## src/hdl/csiaxf_pkg.sv

```systemverilog
/*
  Constants and carrier types for the clocked serial auto-transfer channel.
  Assumes a single 250 MHz clock domain and a plain register port.
*/
package csiaxf_pkg;
  // register offsets on the register port
  localparam logic [5:0] ADDR_SHIFT  = 6'h00;
  localparam logic [5:0] ADDR_COUNT  = 6'h01;
  localparam logic [5:0] ADDR_MODE   = 6'h02;
  localparam logic [5:0] ADDR_STATUS = 6'h03;
  localparam logic [5:0] ADDR_TRIG   = 6'h04;
  localparam logic [5:0] ADDR_DIV    = 6'h05;
  localparam logic [5:0] ADDR_ENDPTR = 6'h06;
  localparam logic [5:0] ADDR_INTVL  = 6'h07;
  localparam logic [5:0] ADDR_MODE_BIT = 6'h08; // single-bit write port
  localparam logic [5:0] ADDR_RAM    = 6'h20; // 0x20..0x3F, one byte each
  // mode control fields
  localparam int MODE_EN     = 7;
  localparam int MODE_AUTO   = 6;
  localparam int MODE_REPEAT = 5;
  localparam int MODE_MASTER = 4;
  localparam int MODE_TXE    = 3;
  localparam int MODE_RXE    = 2;
  localparam int MODE_LSB    = 1;
  // reset values
  localparam logic [7:0] RST_BYTE = 8'h00;
  localparam logic [5:0] RST_INTVL = 6'h00;
  localparam logic [4:0] RST_ENDPTR = 5'h1F;
  // divider choices, full serial clock periods in clocks
  localparam logic [5:0] DIV_6  = 6'h06;
  localparam logic [5:0] DIV_8  = 6'h08;
  localparam logic [5:0] DIV_16 = 6'h10;
  localparam logic [5:0] DIV_32 = 6'h20;
  localparam int BITS_PER_BYTE = 8;
  localparam int RAM_BYTES = 32;

  typedef struct packed {
    logic       en;
    logic       auto_mode;
    logic       repeat_mode;
    logic       master;
    logic       txe;
    logic       rxe;
    logic       lsb_first;
    logic       rsvd;
  } csiaxf_mode_t;

  typedef struct packed {
    logic       sclk;
    logic       sclk_oe;
    logic       sout;
  } csiaxf_pins_t;
endpackage

```

## src/hdl/csiaxf_baud.sv

```systemverilog
/*
  Baud generator: gives a one-cycle tick at each serial clock half period.
  Assumes the divisor select is stable while a byte is moving.
*/
`timescale 1ns/10ps
`default_nettype none
module csiaxf_baud
(
  // clock and control
  input  wire logic       clock,
  input  wire logic       rst,
  input  wire logic       ce,
  input  wire logic       run,
  input  wire logic [1:0] sel,
  // tick out
  output logic            half_tick
);
  logic [4:0] cnt_reg;
  logic [4:0] cnt_next;
  logic [4:0] half;
  logic       tick_next;

  // division of 6/8/16/32 means half periods of 3/4/8/16 clocks
  always_comb
  begin
    unique case (sel)
      2'h0: half = 5'(csiaxf_pkg::DIV_6 >> 1);
      2'h1: half = 5'(csiaxf_pkg::DIV_8 >> 1);
      2'h2: half = 5'(csiaxf_pkg::DIV_16 >> 1);
      2'h3: half = 5'(csiaxf_pkg::DIV_32 >> 1);
    endcase
    tick_next = 1'b0;
    cnt_next = cnt_reg + 5'h01;
    if (!run)
      cnt_next = 5'h00;
    else if (cnt_reg >= half - 5'h01)
    begin
      cnt_next = 5'h00;
      tick_next = 1'b1;
    end
  end

  // registers only
  always_ff @(posedge clock)
  begin
    if (rst)
    begin
      cnt_reg   <= 5'h00;
      half_tick <= 1'b0;
    end
    else if (ce)
    begin
      cnt_reg   <= cnt_next;
      half_tick <= tick_next;
    end
  end
endmodule
`default_nettype wire

```

## src/hdl/csiaxf_top.sv

```systemverilog
/*
  Clocked serial channel with automatic block transmit/receive.
  Assumes serial pins are synchronous to clock; the slave clock must be
  well below the system clock so each edge is seen.
*/
`timescale 1ns/10ps
`default_nettype none
module csiaxf_top
(
  // clock and reset
  input  wire logic       clock,
  input  wire logic       rst,
  input  wire logic       ce,
  // register port
  input  wire logic [5:0] addr,
  input  wire logic [7:0] wdata,
  input  wire logic       wr,
  input  wire logic       rd,
  output logic      [7:0] rdata,
  // serial pins
  input  wire logic       serial_clock_pin_i,
  output logic            serial_clock_pin_o,
  output logic            serial_clock_pin_oe,
  input  wire logic       serial_in_pin,
  output logic            serial_out_pin,
  // completion request
  output logic            transfer_done_irq
);
  ////////////////////////////////////////////////////////////////////////////
  typedef enum {ST_IDLE, ST_LOAD, ST_SHIFT, ST_STORE, ST_GAP} csiaxf_st_t;

  csiaxf_pkg::csiaxf_mode_t mode_reg, mode_next;
  csiaxf_st_t st_reg, st_next;
  logic [7:0] shift_reg, shift_next;
  logic [7:0] count_reg, count_next;
  logic [4:0] endptr_reg, endptr_next;
  logic [5:0] intvl_reg, intvl_next;
  logic [1:0] div_reg, div_next;
  logic [2:0] bit_reg, bit_next;
  logic [5:0] gap_reg, gap_next;
  logic       phase_reg, phase_next;   // 0: clock low half, 1: high half
  logic       busy_reg, busy_next;
  logic       trig_reg, trig_next;     // start request for automatic block
  logic [7:0] rdata_next;
  logic       irq_next;
  logic       sclk_next, sout_next, sin_samp_reg, sclk_in_reg;
  logic       half_tick;
  logic [7:0] ram [0:csiaxf_pkg::RAM_BYTES-1];
  logic [7:0] ram_rd;
  logic       ram_we;
  logic [4:0] ram_wa;
  logic [7:0] ram_wd;
  logic       rise, fall, en, any_edge_rise, any_edge_fall;
  logic       baud_run;

  // enable low is the stopped mode; the auto bit picks plain or block
  assign en = mode_reg.en;
  // the divider also paces the byte gap, else a master gap never ends
  assign baud_run = mode_reg.master &&
                    (st_reg == ST_SHIFT || st_reg == ST_GAP);

  ////////////////////////////////////////////////////////////////////////////
  // baud divider runs only while a master shifts or waits out a gap
  csiaxf_baud u_baud
  (
    .clock     (clock),
    .rst       (rst || !en),
    .ce        (ce),
    .run       (baud_run),
    .sel       (div_reg),
    .half_tick (half_tick)
  );

  // slave edges come from the external clock, sampled once
  assign rise = mode_reg.master ? (half_tick && !phase_reg)
                                : (serial_clock_pin_i && !sclk_in_reg);
  assign fall = mode_reg.master ? (half_tick && phase_reg)
                                : (!serial_clock_pin_i && sclk_in_reg);
  assign any_edge_rise = rise && st_reg == ST_SHIFT;
  assign any_edge_fall = fall && st_reg == ST_SHIFT;
  assign ram_rd = ram[count_reg[4:0]];

  ////////////////////////////////////////////////////////////////////////////
  // register writes, transfer sequencing and shift datapath
  always_comb
  begin
    mode_next   = mode_reg;
    shift_next  = shift_reg;
    count_next  = count_reg;
    endptr_next = endptr_reg;
    intvl_next  = intvl_reg;
    div_next    = div_reg;
    st_next     = st_reg;
    bit_next    = bit_reg;
    gap_next    = gap_reg;
    phase_next  = phase_reg;
    busy_next   = busy_reg;
    trig_next   = trig_reg;
    irq_next    = 1'b0;
    ram_we      = 1'b0;
    ram_wa      = addr[4:0];
    ram_wd      = wdata;
    if (wr)
    begin
      unique case (addr)
        csiaxf_pkg::ADDR_MODE: mode_next = wdata & 8'hFE;
        csiaxf_pkg::ADDR_MODE_BIT:
          mode_next[wdata[2:0]] = wdata[7] & (wdata[2:0] != 3'h0);
        csiaxf_pkg::ADDR_SHIFT:
          if (en && !busy_reg && !mode_reg.auto_mode)
          begin
            shift_next = wdata;
            busy_next  = 1'b1;
            st_next    = ST_SHIFT;
            bit_next   = 3'h0;
            phase_next = 1'b0;
          end
        csiaxf_pkg::ADDR_COUNT:  count_next  = wdata;
        csiaxf_pkg::ADDR_ENDPTR: endptr_next = wdata[4:0];
        csiaxf_pkg::ADDR_INTVL:  intvl_next  = wdata[5:0];
        csiaxf_pkg::ADDR_DIV:    div_next    = wdata[1:0];
        csiaxf_pkg::ADDR_TRIG:
          if (en && wdata[0] && mode_reg.auto_mode && !busy_reg)
            trig_next = 1'b1;
        default:
          if (addr[5] && en)
            ram_we = 1'b1;
      endcase
    end
    // transfer sequencing takes precedence over register writes in the same cycle
    unique case (st_reg)
      ST_IDLE:
        if (trig_reg)
        begin
          trig_next  = 1'b0;
          count_next = 8'h00;
          busy_next  = 1'b1;
          st_next    = ST_LOAD;
        end
      ST_LOAD:
      begin
        shift_next = mode_reg.txe ? ram_rd : csiaxf_pkg::RST_BYTE;
        bit_next   = 3'h0;
        phase_next = 1'b0;
        st_next    = ST_SHIFT;
      end
      ST_SHIFT:
      begin
        if (any_edge_rise)
          phase_next = 1'b1;
        if (any_edge_fall)
          phase_next = 1'b0;
        if (any_edge_rise)
        begin
          shift_next = mode_reg.lsb_first ? {sin_samp_reg, shift_reg[7:1]}
                                          : {shift_reg[6:0], sin_samp_reg};
          if (bit_reg == 3'h7)
            st_next = mode_reg.auto_mode ? ST_STORE : ST_IDLE;
          else
            bit_next = bit_reg + 3'h1;
          if (bit_reg == 3'h7 && !mode_reg.auto_mode)
          begin
            busy_next = 1'b0;
            irq_next  = 1'b1;
          end
        end
      end
      ST_STORE:
      begin
        ram_we = mode_reg.rxe;
        ram_wa = count_reg[4:0];
        ram_wd = shift_reg;
        gap_next = intvl_reg;
        if (count_reg[4:0] == endptr_reg)
        begin
          count_next = 8'h00;
          if (mode_reg.repeat_mode)
            st_next = ST_GAP;
          else
          begin
            count_next = count_reg;
            st_next    = ST_IDLE;
            busy_next  = 1'b0;
          end
          irq_next = 1'b1;
        end
        else
        begin
          count_next = count_reg + 8'h01;
          st_next    = ST_GAP;
        end
      end
      default:                                // ST_GAP
        if (gap_reg == 6'h00)
          st_next = ST_LOAD;
        else if (half_tick || !mode_reg.master)
          gap_next = gap_reg - 6'h01;
    endcase
    // pin levels: a master clock idles high and is low in the first half
    sclk_next = !(mode_reg.master && st_reg == ST_SHIFT && !phase_next);
    // data moves only on the falling side, so the far end never sees it
    // change on the edge where it samples; the last bit is held one cycle
    // past the final rising edge, then the line goes low
    if (st_reg != ST_SHIFT)
      sout_next = st_next == ST_SHIFT &&
                  (mode_reg.lsb_first ? shift_next[0] : shift_next[7]);
    else if (any_edge_fall)
      sout_next = mode_reg.lsb_first ? shift_reg[0] : shift_reg[7];
    else
      sout_next = serial_out_pin;
    sout_next = sout_next && mode_reg.txe;    // low with transmit off
    rdata_next = 8'h00;
    unique case (addr)
      csiaxf_pkg::ADDR_SHIFT:  rdata_next = shift_reg;
      csiaxf_pkg::ADDR_COUNT:  rdata_next = count_reg;
      csiaxf_pkg::ADDR_MODE:   rdata_next = mode_reg;
      csiaxf_pkg::ADDR_STATUS: rdata_next = {7'h00, busy_reg};
      csiaxf_pkg::ADDR_DIV:    rdata_next = {6'h00, div_reg};
      csiaxf_pkg::ADDR_ENDPTR: rdata_next = {3'h0, endptr_reg};
      csiaxf_pkg::ADDR_INTVL:  rdata_next = {2'h0, intvl_reg};
      default:
        if (addr[5])
          rdata_next = ram[addr[4:0]];
    endcase
    if (!rd)
      rdata_next = 8'h00;
    // a disabled unit is held in reset apart from its mode byte, RAM, read port, bit_reg, gap_reg, phase_reg, sin_samp_reg and sclk_in_reg
    if (!en)
    begin
      shift_next  = csiaxf_pkg::RST_BYTE;
      count_next  = csiaxf_pkg::RST_BYTE;
      endptr_next = csiaxf_pkg::RST_ENDPTR;
      intvl_next  = csiaxf_pkg::RST_INTVL;
      div_next    = 2'h0;
      st_next     = ST_IDLE;
      busy_next   = 1'b0;
      trig_next   = 1'b0;
      irq_next    = 1'b0;
      sclk_next   = 1'b1;
      sout_next   = 1'b0;
    end
  end

  ////////////////////////////////////////////////////////////////////////////
  // buffer RAM: no reset, contents are software-owned
  always_ff @(posedge clock)
  begin
    if (ce && ram_we)
      ram[ram_wa] <= ram_wd;
  end

  // state registers
  always_ff @(posedge clock)
  begin
    if (rst)
    begin
      mode_reg            <= '0;
      shift_reg           <= csiaxf_pkg::RST_BYTE;
      count_reg           <= csiaxf_pkg::RST_BYTE;
      endptr_reg          <= csiaxf_pkg::RST_ENDPTR;
      intvl_reg           <= csiaxf_pkg::RST_INTVL;
      div_reg             <= 2'h0;
      st_reg              <= ST_IDLE;
      bit_reg             <= 3'h0;
      gap_reg             <= 6'h00;
      phase_reg           <= 1'b0;
      busy_reg            <= 1'b0;
      trig_reg            <= 1'b0;
      rdata               <= 8'h00;
      transfer_done_irq   <= 1'b0;
      serial_clock_pin_o  <= 1'b1;
      serial_clock_pin_oe <= 1'b0;
      serial_out_pin      <= 1'b0;
      sin_samp_reg        <= 1'b0;
      sclk_in_reg         <= 1'b1;
    end
    else if (ce)
    begin
      mode_reg            <= mode_next;
      shift_reg           <= shift_next;
      count_reg           <= count_next;
      endptr_reg          <= endptr_next;
      intvl_reg           <= intvl_next;
      div_reg             <= div_next;
      st_reg              <= st_next;
      bit_reg             <= bit_next;
      gap_reg             <= gap_next;
      phase_reg           <= phase_next;
      busy_reg            <= busy_next;
      trig_reg            <= trig_next;
      rdata               <= rdata_next;
      transfer_done_irq   <= irq_next;
      serial_clock_pin_o  <= sclk_next;
      serial_clock_pin_oe <= mode_next.master && mode_next.en;
      serial_out_pin      <= sout_next;
      sin_samp_reg        <= serial_in_pin;
      sclk_in_reg         <= serial_clock_pin_i;
    end
  end
endmodule
`default_nettype wire

```

## config.mk

```make
export PLATFORM = sky130hd
export DESIGN_NAME = csiaxf_top
export DESIGN_NICKNAME = d
export VERILOG_FILES = /design/src/hdl/csiaxf_pkg.sv /design/src/hdl/csiaxf_baud.sv /design/src/hdl/csiaxf_top.sv
export SDC_FILE = /design/constraint.sdc
export NUM_CORES = 1
export LEC_CHECK = 0
export ABC_AREA = 1
export BUFFER_PORTS_ARGS = -buffer_cell sky130_fd_sc_hd__buf_4
export CAP_MARGIN = 30
export CELL_PAD_IN_SITES_DETAIL_PLACEMENT = 0
export CELL_PAD_IN_SITES_GLOBAL_PLACEMENT = 2
export CORE_UTILIZATION = 36
export DETAILED_ROUTE_END_ITERATION = 7
export PLACE_DENSITY = 0.79
export SYNTH_ARGS = -nofsm -noshare
export SYNTH_HDL_FRONTEND = slang
export SYNTH_HIERARCHICAL = 1
export SYNTH_SLANG_ARGS = --single-unit
export TNS_END_PERCENT = 5
```

## constraint.sdc

```tcl
create_clock -name clock -period 2.8 [get_ports clock]
set_clock_uncertainty 0.2 [all_clocks]
set_input_delay 0.14 -clock clock [delete_from_list [all_inputs] [get_ports clock]]
set_output_delay 0.14 -clock clock [all_outputs]
set_load 0.02 [all_outputs]
```

# After elaboration in Yosys (flattened, before gate mapping)
# Memory sizes are Yosys's and may differ from the RTL's. A register that Yosys moved wholly into a read port is not among the register bits.
# Cells that the tools add are included.
dict set report word_totals {
  regBits 101
  mem_bits_rw 256
  in_bits 21
  output_inout_bits 12
  memories 1
}
# name words word_bits rd rd_ports_with_merged_regs write_ports line_no
set mem_list {}
lappend mem_list {ram 32 8 2 1 1 csiaxf_top.sv:48} ;# logic [7:0] ram [0:csiaxf_pkg::RAM_BYTES-1];
dict set report op_classes {
  addsub 5
  n_lt_le_gt_ge 3
  n_eq_ne 26
  mux 103
  bitwise_logic 2
  n_reduce_logical 48
}
# op count
set ops {}
lappend ops {{32-bit 2-to-1 mux} 9}
lappend ops {{8-bit 2-to-1 mux} 17}
lappend ops {{32-bit one-hot mux with 4 select lines} 1}
lappend ops {{32-bit by 2-bit == test with 1-bit output (second input constant)} 2}
lappend ops {{32-bit by 3-bit == test with 1-bit output (second input constant)} 2}
lappend ops {{8-bit one-hot mux with 7 select lines} 1}
lappend ops {{8-bit one-hot mux with 2 select lines} 3}
lappend ops {{1-bit 2-to-1 mux} 41}
lappend ops {{5-bit 2-to-1 mux} 8}
lappend ops {{32-bit by 1-bit == test with 1-bit output (second input constant)} 1}
lappend ops {{32-bit by 4-bit == test with 1-bit output (second input constant)} 1}
lappend ops {{32-bit logical NOT} 1}
lappend ops {{32-bit by 3-bit != test with 1-bit output (second input constant)} 1}
lappend ops {{6-bit 2-to-1 mux} 5}
lappend ops {{6-bit by 3-bit == test with 1-bit output (second input constant)} 4}
lappend ops {{1-bit logical AND} 21}
lappend ops {{5-bit one-hot mux with 4 select lines} 1}
lappend ops {{3-bit 2-to-1 mux} 6}
lappend ops {{6-bit by 2-bit == test with 1-bit output (second input constant)} 2}
lappend ops {{6-bit logical NOT} 2}
lappend ops {{6-bit one-hot mux with 2 select lines} 1}
lappend ops {{3-bit AND reduction} 4}
lappend ops {{1-bit logical NOT} 9}
lappend ops {{8-bit by 1-bit adder with 8-bit output (second input constant)} 1}
lappend ops {{other kinds (32)} 43}

# Depth between registers and ports, before layout
# Gate-level depths: netlist of run 1.
dict set report depth {
  word_depth 14
  mapped_depth 18
  depth_no_buf 18
}

# By module
# The synthesis of run 1 kept the hierarchy.
# module n_inst cells_per_inst area_per_inst_um2 seq_area_each_um2
set modules_own_cells {}
lappend modules_own_cells {csiaxf_top 1 2093 18238.7 9689.3}
lappend modules_own_cells {csiaxf_baud 1 71 455.4 120.1}

# Least setup slack after synthesis of run 1
# OpenSTA, ideal clock, no wires.
dict set report synth_path {
  path_kind {reg-to-reg}
  startpoint {register st_reg[5]}
  endpoint {memory ram[0][5], data pin}
  t_arrival_ns 2.371
  required_time_ns 2.146
  setup_slack_ns -0.225
  path_stages_with_launch 9
  cell_sequence {dfxtp_1 > nor2_1 > nand2_1 > nor2_1 > nand2_2 > nor2_8 > buf_4 > buf_2 > o21ai_0}
}
dict set report synth_via {
  elab_chain_len 2
}
# element line_no
set synth_lines {}
lappend synth_lines {{from (decl)} csiaxf_top.sv:33} ;# csiaxf_st_t st_reg, st_next;
lappend synth_lines {{from (signal assigned)} csiaxf_top.sv:285} ;# st_reg <= st_next;
lappend synth_lines {{32-bit by 2-bit == test with 1-bit output} csiaxf_top.sv:131} ;# unique case (st_reg)
lappend synth_lines {{8-bit 2-to-1 mux} csiaxf_top.sv:131}
lappend synth_lines {{named net ram_wd[5]} csiaxf_top.sv:52} ;# logic [7:0] ram_wd;
lappend synth_lines {{to (decl)} csiaxf_top.sv:48}
# The timed path passes the listed nets, and every way through them passes these cells.

# Worst setup path in the final report of run 1
dict set report layout_path {
  startpoint {register st_reg[2]}
  endpoint {memory ram[7][5] (enable)}
}
dict set report layout_via {
  elab_chain_len 5
  elab_cells_between_ends 6
  classes_between {eq/ne: 1; mux: 4; reduce/logical: 1}
}
# element line_no
set layout_lines {}
lappend layout_lines {{32-bit by 2-bit == test with 1-bit output *} csiaxf_top.sv:131}
lappend layout_lines {{1-bit 2-to-1 mux} csiaxf_top.sv:131}
lappend layout_lines {{1-bit logical AND} csiaxf_top.sv:248} ;# if (ce && ram_we)
lappend layout_lines {{1-bit 2-to-1 mux} csiaxf_top.sv:248}
lappend layout_lines {{1-bit 2-to-1 mux (not written as such)} csiaxf_top.sv:249} ;# ram[ram_wa] <= ram_wd;
# Mark *: on every way between the ends. The rest lies on a longest branch, timed or not.

==> Flow_metrics.wiki, run 1 <==
{| class="wikitable"
! Metric !! Value
|-
| Status || finished clean
|-
| First-pass GRT wire length || 104000 um
|-
| Number of buffers created by CTS || 41
|-
| Share of synthesized registers carrying an async set or reset || 0
|-
| Post-synthesis cell type count || 54
|-
| Part of the total power dissipated in sequential elements || 0.467
|-
| Setup WS post-layout || 0.125 ns
|-
| Combinational family with the most area after synthesis || simple AND/OR/NAND/NOR gates
|-
| Maximum clock insertion buffer count || 3
|-
| Reg-to-Reg End || ram[7][5]$_DFFE_PP_
|-
| Slowest Stage Delay on Critical Path || 0.33 ns
|-
| Number of top-level design ports || 33
|-
| Leading register cell type out of synthesis || edfxtp_1
|-
| Starting utilization of the core area || 0.364
|-
| Library cell contributing the largest single delay on the critical path || dfxtp_1
|-
| Synth Area per Inst || 8.64 um2
|-
| Share of synthesized area occupied by flip-flops and latches || 0.525
|-
| Num rows || 83
|-
| Commonest non-fill, non-tap cell in the layout || nand2_1
|-
| Final Cycle Share || 0.955
|-
| Yosys reg bits || 362
|-
| Number of sinks driven by the clock tree || 362
|-
| Core footprint || 0.0513 mm2
|-
| Number of stages on the worst setup path || 12
|-
| Finish-stage setup viols || 0
|-
| Synthesized area || 0.0187 mm2
|-
| Area share of the leading cell type in the synthesized netlist || 0.411
|-
| Cell taking the most area after synthesis || edfxtp_1
|-
| Inserted Diodes || 0
|-
| Relative slew margins || 0.428
|-
| CP delay by family, top || simple AND/OR/NAND/NOR gates
|-
| Critical Path Fanout Max || 10
|-
| Synthesized-area fraction occupied by adder cells || 0.00669
|-
| Synthesized netlist cell count || 2164
|-
| Reg2Reg Setup Slack || 0.13 ns
|-
| Multiplexer share of the synthesized area || 0
|-
| Global-route usage over all layers || 0.261
|-
| Yosys warning total || 6
|-
| Area growth, synth to finish || 18.5%
|-
| Die outline area || 0.0528 mm2
|-
| R2R Path Start || st_reg[2]$_SDFFE_PP0P_
|-
| Final nets || 2295
|-
| TritonCTS clock tree || done
|-
| Largest voltage drop on the vdd net || 0.437 mV
|-
| Setup CP Type || flop to flop
|-
| Number of optimization iterations in the first detailed-route pass || 5
|-
| Number of I/O port buffers || 32
|-
| Routed wire length per instance || 23.3 um
|-
| Filler instances || 5073
|-
| Antenna-violating nets left || 0
|-
| Number of placed instances, taps included || 2880
|-
| Post-Route WL || 69300 um
|-
| Antenna violations before repair || 2
|-
| Sw Ratio || 0.233
|-
| Placement-stage worst setup slack || 0.0998 ns
|-
| Count of unresolved DRC violations after routing || 0
|-
| Largest cells by area after synthesis || edfxtp_1, dfxtp_1, nand2_1
|-
| Pin slew with the least headroom to its limit || 0.858 ns
|-
| Sum of buffers and inverters on the critical path || 3
|-
| Number of global-route vias before repair || 15.9k
|-
| Vias/cell || 5.67
|-
| Die Y-Extent || 230 um
|-
| Iter 0 DRT Violations || 2081
|-
| Die X || 230 um
|-
| Via count || 16.9k
|-
| Combinational Power Share || 0.060
|-
| Endpoint of the most critical setup path || ram[7][5]$_DFFE_PP_
|-
| Number of cells in the finished layout apart from fillers || 2977
|-
| EDFF count, synth || 256
|-
| H-tree levels || 2
|-
| Most frequent cells in the layout || nand2_1, edfxtp_1, o21ai_0
|-
| Synth Net Count || 2195
|-
| Clock power share || 0.473
|-
| Number of maximum-capacitance violations || 0
|-
| Root buffer cell || clkbuf_16
|-
| Estimated wirelength of the detail-placed design || 47100 um
|-
| Class of the tightest hold or removal check || input port to flop
|-
| Routability Congestion || 0.902
|-
| Fraction of synthesized cell area in xor and xnor cells || 0.00515
|-
| Area fraction in and, or, nand and nor cells after synthesis || 0.199
|-
| Setup repair after global routing missed its margin || no
|-
| Worst path cell trace || nor2_2, nand3_1, nor2_1, nand2_2, nor2_8, buf_4, nor2_1, a21oi_1, buf_4, nand3_1, nor2_1, buf_4
|-
| Launch point of the critical path || st_reg[2]$_SDFFE_PP0P_
|-
| Type of origin of the critical path || flop
|-
| Share of layout cells above drive strength 1 || 0.128
|-
| Largest net degree at the start of global routing || 90
|-
| Endpoint type of the worst setup path || flop
|-
| Switching power of the nets || 2.87 mW
|-
| Number of pins exceeding their max-slew limit in the final report || 0
|-
| Internal power || 9.45 mW
|-
| Leakage power of the design || 8.21 nW
|-
| WP data required || 2.88 ns
|-
| Reg clk slew, reported paths || 0.07 ns
|-
| Achievable frequency || 374 MHz
|-
| R2R depth || 12
|-
| Final worst path period need || 2.67 ns
|-
| CP arrival || 2.75 ns
|-
| Total grt overflow || 0
|-
| Number of flip-flops under the largest register name || 256
|-
| Areal power density over the cells || 556 mW/mm2
|-
| Clock network latency to the later pin of the worst-skew pair || 0.58 ns
|-
| Total count of hold-check failures in the final report || 0
|-
| Share of the synthesized area in compound gates (AO/OA/AOI/OAI) || 0.189
|}
==> cells in the mapped netlist (12+ instances only) <==
library cell  number
nand2_1          427
o21ai_0          258
edfxtp_1         256
nor2_1           198
inv_1            197
nand3_1          157
dfxtp_1          106
a21oi_1           87
clkbuf_1          55
o22ai_1           50
buf_2             45
o211ai_1          43
a22oi_1           30
a221oi_1          25
nand4_1           23
a211oi_1          19
o2111ai_1         16
inv_2             14
nor3_1            13
o221ai_1          13
buf_4             12
==> area by class of cell <==
cell class	count	area (um2)	share of cell area
multi-input cells	1465	7530	0.340
flip-flops and latches	362	9810	0.443
well taps	680	851	0.0384
inverters	214	805	0.0363
clock inverters	30	364	0.0164
clock buffers	46	1100	0.0495
repair buffers	180	1690	0.0761
==> repair_timing <==
item | CTS | global route
hold buffers | 19 | 0
buffers inserted | 0 | 2
gates resized for setup | 0 | 2
setup endpoints to repair | 0 | 136
hold endpoints to repair | 56 | 0
==> kinds of logic after synthesis <==
group / Yosys count
fa+ha+maj: 10
other cells: 1
xor+xnor: 11
compound gates: 585
simple gates: 858
buf+inv: 337
flops: 362
==> stage by stage <==
step | instance area, um2 | setup TNS [ns] | util | power [mW] | hold WS [ns]
detailed placement | 20500 | 0 | 0.399 | 6.57 | 0.175
CTS | 22100 | 0 | 0.431 | 12.4 | 0.00327
global route | 22100 | 0 | 0.432 | 12.6 | 0.0511
finish | 22100 | 0 | 0.432 | 12.3 | 0.0379
global placement | 20500 | 0 | 0.399 | 6.57 | 0.164
floorplan | 18700 | -57.60 | - | 6.21 | 0.0242
==> power groups by stage <==
| stage | Sequential [mW] | Clock, mW | Combinational [mW] |
|---|---|---|---|
| detailed placement | 5.87 | 0 | 0.700 |
| global placement | 5.87 | 0 | 0.701 |
| CTS | 5.75 | 5.93 | 0.723 |
| global route | 5.75 | 6.12 | 0.775 |
| floorplan | 5.87 | 0 | 0.339 |
| finish | 5.75 | 5.83 | 0.739 |
==> layer usage <==
layer | routed length (um) | global-route usage
met3 | 5910 | 0.0424
met4 | 1810 | 0.0776
met1 | 31800 | 0.389
met2 | 29700 | 0.387
met5 | 17 | 0
==> tightest hold or removal path, stage by stage <==
cell      delay (ns)
buf_4           0.15
nor2_4          0.07
buf_12          0.17
nand4_1         0.15
a211oi_1        0.08
==> how the worst min path moves through the flow <==
stage                   from                              to  cells after the start
2_1_floorplan             ce  u_baud/cnt_reg[2]$_SDFFE_PP0P_                      1
3_3_place_gp   serial_in_pin       sin_samp_reg$_SDFFE_PP0P_                      3
3_5_place_dp   serial_in_pin       sin_samp_reg$_SDFFE_PP0P_                      3
4_1_cts              addr[1]           trig_reg$_SDFFE_PP0P_                      5
5_1_grt              addr[1]           trig_reg$_SDFFE_PP0P_                      5
6_report             addr[1]           trig_reg$_SDFFE_PP0P_                      5
No activity file was read; power rests on OpenSTA's default activity.
==> inputs of run 2 (changes only) <==
- CELL_PAD_IN_SITES_DETAIL_PLACEMENT: 0 -> unset
- CELL_PAD_IN_SITES_GLOBAL_PLACEMENT: 2 -> unset
- CORE_UTILIZATION: 36 -> 57
==> run 2 against run 1 <==
  * Maximum frequency is 3.0% lower
  * Register-to-register slack worse by 0.08 ns
  * Combinational power is 3% lower
  * First-iteration DRC count is 11% higher
  * Sequential cell count stayed put
  * Sequential power hardly changed
  * Via count is 3.9% higher
==> Flow_metrics.wiki, run 2 (same netlist as run 1, synthesis figures left out) <==
{| class="wikitable"
! Metric !! Value
|-
| Vias/cell || 6.46
|-
| Routability Congestion || 1.01
|-
| Number of global-route vias before repair || 16.7k
|-
| Largest net degree at the start of global routing || 73
|-
| Reg2Reg Setup Slack || 0.04 ns
|-
| Number of top-level design ports || 33
|-
| Number of placed instances, taps included || 2613
|-
| Status || finished clean
|-
| R2R depth || 11
|-
| Sum of buffers and inverters on the critical path || 2
|-
| Type of origin of the critical path || flop
|-
| Worst path cell trace || nor2_2, nand3_1, nor2_2, nand2_4, buf_12, nor2_4, nor2_1, a21oi_2, nand2_1, nor2_1, buf_4
|-
| Num rows || 65
|-
| CP arrival || 2.79 ns
|-
| Layout Utilization || 0.676
|-
| Starting utilization of the core area || 0.586
|-
| Summed area of non-filler cells in the final layout || 0.0216 mm2
|-
| Areal power density over the cells || 545 mW/mm2
|-
| Setup WS post-layout || 0.0426 ns
|-
| Relative slew margins || 0.398
|-
| Achievable frequency || 363 MHz
|-
| Detailed route wirelength on metal3 || 7380 um
|-
| Die Y-Extent || 183 um
|-
| Top layer used by detailed routing || met5
|-
| Total count of hold-check failures in the final report || 0
|-
| Final worst path period need || 2.76 ns
|-
| Setup CP Type || flop to flop
|-
| Number of cells in the finished layout apart from fillers || 2714
|-
| Number of stages on the worst hold path || 7
|-
| Placement-stage worst setup slack || 0.107 ns
|-
| Slowest Stage Delay on Critical Path || 0.33 ns
|-
| First-pass GRT wire length || 97700 um
|-
| Commonest non-fill, non-tap cell in the layout || nand2_1
|-
| Number of buffers created by CTS || 40
|-
| Maximum clock insertion buffer count || 3
|-
| Area growth, synth to finish || 15.4%
|-
| Root buffer cell || clkbuf_16
|-
| Most frequent cells in the layout || nand2_1, edfxtp_1, o21ai_0
|-
| Class of the tightest hold or removal check || input port to flop
|-
| Number of pins exceeding their max-slew limit in the final report || 0
|-
| Endpoint type of the worst setup path || flop
|-
| Number of optimization iterations in the first detailed-route pass || 8
|-
| TritonCTS clock tree || done
|-
| Final Cycle Share || 0.985
|-
| Length of routed wiring on met1 || 23900 um
|-
| Clock network latency to the later pin of the worst-skew pair || 0.57 ns
|-
| Antenna-violating nets left || 0
|-
| Antenna violations before repair || 1
|-
| CP delay by family, top || simple AND/OR/NAND/NOR gates
|-
| Final nets || 2278
|-
| Pin slew with the least headroom to its limit || 0.903 ns
|-
| Leakage power of the design || 8.06 nW
|-
| Met2 wirelength from detailed routing || 29600 um
|-
| Share of layout cells above drive strength 1 || 0.125
|-
| Count of unresolved DRC violations after routing || 0
|-
| Critical Path Fanout Max || 8
|-
| Routed wire length per instance || 24.1 um
|-
| Global-route usage over all layers || 0.388
|-
| Finish-stage setup viols || 0
|-
| Number of flip-flops under the largest register name || 256
|-
| Core footprint || 0.0319 mm2
|-
| Post-place instance area || 0.0199 mm2
|-
| Via count || 17.5k
|-
| Total grt overflow || 0
|-
| Inserted Diodes || 0
|-
| Number of sinks driven by the clock tree || 362
|-
| Post-Route WL || 65400 um
|-
| H-tree levels || 2
|-
| Die X || 183 um
|-
| Number of maximum-capacitance violations || 0
|-
| Number of I/O port buffers || 32
|-
| Largest voltage drop on the vdd net || 0.772 mV
|-
| WP data required || 2.84 ns
|-
| Library cell contributing the largest single delay on the critical path || dfxtp_1
|-
| Die outline area || 0.0335 mm2
|-
| Estimated wirelength of the detail-placed design || 44000 um
|-
| Iter 0 DRT Violations || 2314
|-
| Number of stages on the worst setup path || 11
|-
| Reg clk slew, reported paths || 0.06 ns
|}
[run 2: cell types whose count changed in the layout (fill, tap and decap cells not counted), sizes merged]
cell and delta:
nor2 +1, clkinvlp -3, dlygate4sd3 +1, clkbuf +3
clkinv +2, buf -18, bufinv -4
[run 2: metrics by stage]
stage / hold WS, ns / total power, mW / TNS (ns)
floorplan: 0.0242 / 6.21 / -57.60
global placement: 0.169 / 6.51 / 0
detailed placement: 0.177 / 6.52 / 0
CTS: 0.0874 / 11.8 / 0
global route: 0.161 / 12.0 / -12.96
finish: 0.142 / 11.8 / 0
[run 2: metal layers]
layer	track usage	vias to the layer above
li1	-	7776
met1	0.488	8182
met2	0.621	1296
met3	0.0780	274
met4	0.235	2
met5	0	-
[run 2: worst paths after layout]
path,from,endpoint
max,st_reg[2]$_SDFFE_PP0P_,ram[12][3]$_DFFE_PP_
min,addr[4],rdata[6]$_SDFFE_PP0P_
max reg2reg,st_reg[2]$_SDFFE_PP0P_,ram[12][3]$_DFFE_PP_
min reg2reg,rdata[3]$_SDFFE_PP0P_,rdata[3]$_SDFFE_PP0P_
[run 2: layout make-up]
| type | instances | area (um2) |
|---|---|---|
| clock buffer | 49 | 1060 |
| sequential | 362 | 9810 |
| timing repair buffer | 163 | 1480 |
| multi-input combinational | 1466 | 7600 |
| tap | 435 | 544 |
| clock inverter | 25 | 258 |
| inverter | 214 | 805 |
| fill | 2539 | 10300 |
[run 2: what timing repair did]
item,in CTS,in global routing
resized for setup,0,18
buffers inserted,0,5
endpoints found under the hold margin,59,0
setup endpoints to repair,0,257
hold buffers,20,0
[run 2: where the power goes]
part	total, mW	internal (mW)	switching, mW
registers	5.75	5.74	0.0144
logic	0.719	0.209	0.510
clock network	5.28	3.03	2.25
total	11.8	8.98	2.78
[run 2: worst min-delay path, cell delays in order]
cell and delay (ns):
buf_4 0.22, a21oi_1 0.07, o211ai_1 0.09, nand3_1 0.13
nand2_1 0.09, nand2_1 0.06, nand2_1 0.06
==> inputs of run 3 (changes only) <==
- CELL_PAD_IN_SITES_DETAIL_PLACEMENT: unset -> 1
- CELL_PAD_IN_SITES_GLOBAL_PLACEMENT: unset -> 2
- CORE_UTILIZATION: 57 -> 36
- CTS_CLUSTER_DIAMETER: unset -> 80
==> run 3 against run 2 <==
  * First-iteration DRC count down 17%
  * Clock power increased by 12%
  * Sequential share of layout area shrank 1.3 points
  * Final area up 3.0%
  * Critical path depth unchanged
  * Die area grew 58%
  * Clock-buffer cell count grew 1
  * Sequential cell count stayed put
  * Sequential power about the same
  * Critical path type unchanged
  * Critical endpoint is now ram[19][1]$_DFFE_PP_
  * Largest power group is now clock
==> Flow_metrics.wiki, run 3 (same netlist as run 1, synthesis figures left out) <==
{| class="wikitable"
! Metric !! Value
|-
| Status || finished clean
|-
| Final TNS setup || 0 ns
|-
| CP arrival || 2.82 ns
|-
| Share of layout cells above drive strength 1 || 0.132
|-
| Number of pins exceeding their max-slew limit in the final report || 0
|-
| H-tree levels || 2
|-
| Area growth, synth to finish || 18.8%
|-
| Final nets || 2297
|-
| Endpoint type of the worst setup path || flop
|-
| Largest net degree at the start of global routing || 90
|-
| Slowest Stage Delay on Critical Path || 0.35 ns
|-
| Summed area of non-filler cells in the final layout || 0.0222 mm2
|-
| Setup repair after global routing missed its margin || yes
|-
| Die X || 230 um
|-
| Final worst path period need || 2.74 ns
|-
| Achievable frequency || 365 MHz
|-
| Global-route usage over all layers || 0.285
|-
| Relative slew margins || 0.434
|-
| Number of flip-flops under the largest register name || 256
|-
| CP delay by family, top || simple AND/OR/NAND/NOR gates
|-
| Number of maximum-capacitance violations || 0
|-
| Worst path cell trace || nor2_4, nand3_1, nor2_1, nand2_2, nor2_8, inv_2, a21oi_4, nand3_2, buf_4, nor2_1, buf_4
|-
| Sw Ratio || 0.236
|-
| Worst hold slack || 0.0778 ns
|-
| Maximum clock insertion buffer count || 3
|-
| Largest voltage drop on the vdd net || 0.354 mV
|-
| Number of I/O port buffers || 32
|-
| Most frequent cells in the layout || nand2_1, edfxtp_1, o21ai_0
|-
| Part of the total power dissipated in sequential elements || 0.464
|-
| Number of optimization iterations in the first detailed-route pass || 7
|-
| Critical Path Fanout Max || 8
|-
| Post-place instance area || 0.0205 mm2
|-
| Number of buffers created by CTS || 42
|-
| Routability Congestion || 0.902
|-
| Filler instances || 5913
|-
| Vias/cell || 5.85
|-
| Routed wire length per instance || 25.4 um
|-
| Via count || 17.4k
|-
| Count of unresolved DRC violations after routing || 0
|-
| Internal power || 9.48 mW
|-
| Starting utilization of the core area || 0.364
|-
| Antenna-violating nets left || 0
|-
| Die outline area || 0.0528 mm2
|-
| Die Y-Extent || 230 um
|-
| Leakage power of the design || 8.22 nW
|-
| Setup WS post-layout || 0.0606 ns
|-
| Core footprint || 0.0513 mm2
|-
| Setup CP Type || flop to flop
|-
| Areal power density over the cells || 559 mW/mm2
|-
| Sum of buffers and inverters on the critical path || 3
|-
| First-pass GRT wire length || 114000 um
|-
| Library cell contributing the largest single delay on the critical path || dfxtp_1
|-
| Pin slew with the least headroom to its limit || 0.849 ns
|-
| WP data required || 2.88 ns
|-
| TritonCTS clock tree || done
|-
| Post-Route WL || 75600 um
|-
| Root buffer cell || clkbuf_16
|-
| Num rows || 83
|-
| Estimated wirelength of the detail-placed design || 51400 um
|-
| Finish-stage setup viols || 0
|-
| Clock network latency to the later pin of the worst-skew pair || 0.59 ns
|-
| Antenna violations before repair || 2
|-
| Placement-stage worst setup slack || 0.0292 ns
|-
| Iter 0 DRT Violations || 1919
|-
| Class of the tightest hold or removal check || input port to flop
|-
| Switching power of the nets || 2.93 mW
|-
| Number of placed instances, taps included || 2880
|-
| Type of origin of the critical path || flop
|-
| Total grt overflow || 0
|-
| Number of global-route vias before repair || 17.7k
|-
| Number of cells in the finished layout apart from fillers || 2979
|-
| Commonest non-fill, non-tap cell in the layout || nand2_1
|-
| Layout Utilization || 0.433
|-
| Combinational Power Share || 0.061
|-
| Final Total Pwr || 12.4 mW
|-
| Clock power share || 0.475
|-
| Number of sinks driven by the clock tree || 362
|-
| Final Cycle Share || 0.978
|-
| Number of top-level design ports || 33
|-
| Total count of hold-check failures in the final report || 0
|-
| Reg clk slew, reported paths || 0.06 ns
|}
==> run 3: cell count changes in the layout (fill, tap and decap cells not counted), moves of 3 or more <==
cell        delta
bufinv_16      +4
buf_6          +4
clkinvlp_4     +3
nand2_1        +3
buf_4          +6
buf_12         +7
==> run 3: area by class of cell <==
class                           instances  area, um2  share of cell area
Sequential cell                       362       9810               0.442
Tap cell                              680        851              0.0383
Clock buffer                           50       1120              0.0505
Antenna cell                            1       2.50            0.000113
Timing Repair Buffer                  180       1710              0.0770
Inverter                              214        805              0.0362
Multi-Input combinational cell       1466       7580               0.341
Clock inverter                         26        335              0.0151
==> run 3: final timing paths <==
| path | startpoint | cells after the start | end | slack (ns) |
|---|---|---|---|---|
| max | st_reg[2]$_SDFFE_PP0P_ | 11 | ram[19][1]$_DFFE_PP_ | 0.06 |
| min | addr[1] | 5 | trig_reg$_SDFFE_PP0P_ | 0.08 |
| max reg2reg | st_reg[2]$_SDFFE_PP0P_ | 11 | ram[19][1]$_DFFE_PP_ | 0.06 |
| min reg2reg | rdata[3]$_SDFFE_PP0P_ | 2 | rdata[3]$_SDFFE_PP0P_ | 0.25 |
==> run 3: routing by layer <==
layer  vias to the layer above  GRT usage  part of all wire
met4                         2     0.0913             0.032
li1                       7816          -                 -
met2                       682      0.441              0.44
met5                         -          0           0.00017
met3                       143     0.0490             0.069
met1                      8779      0.404              0.45
==> run 3: power by group through the flow <==
stage	Combinational [mW]	Clock (mW)	Sequential, mW
detailed placement	0.714	0	5.87
CTS	0.739	5.99	5.75
floorplan	0.339	0	5.87
global placement	0.701	0	5.87
global route	0.791	6.18	5.75
finish	0.763	5.89	5.76
==> run 3: tightest hold or removal path: stages <==
cell and delay [ns]:
buf_4 0.16, nor2_4 0.07, buf_12 0.17, nand4_1 0.16, a211oi_1 0.09
==> run 3: repair_timing <==
| item | CTS | global route |
|---|---|---|
| gates resized for setup | 0 | 19 |
| hold endpoints to repair | 57 | 0 |
| hold buffers | 20 | 0 |
| buffers inserted | 0 | 1 |
| endpoints found under the setup margin | 0 | 250 |
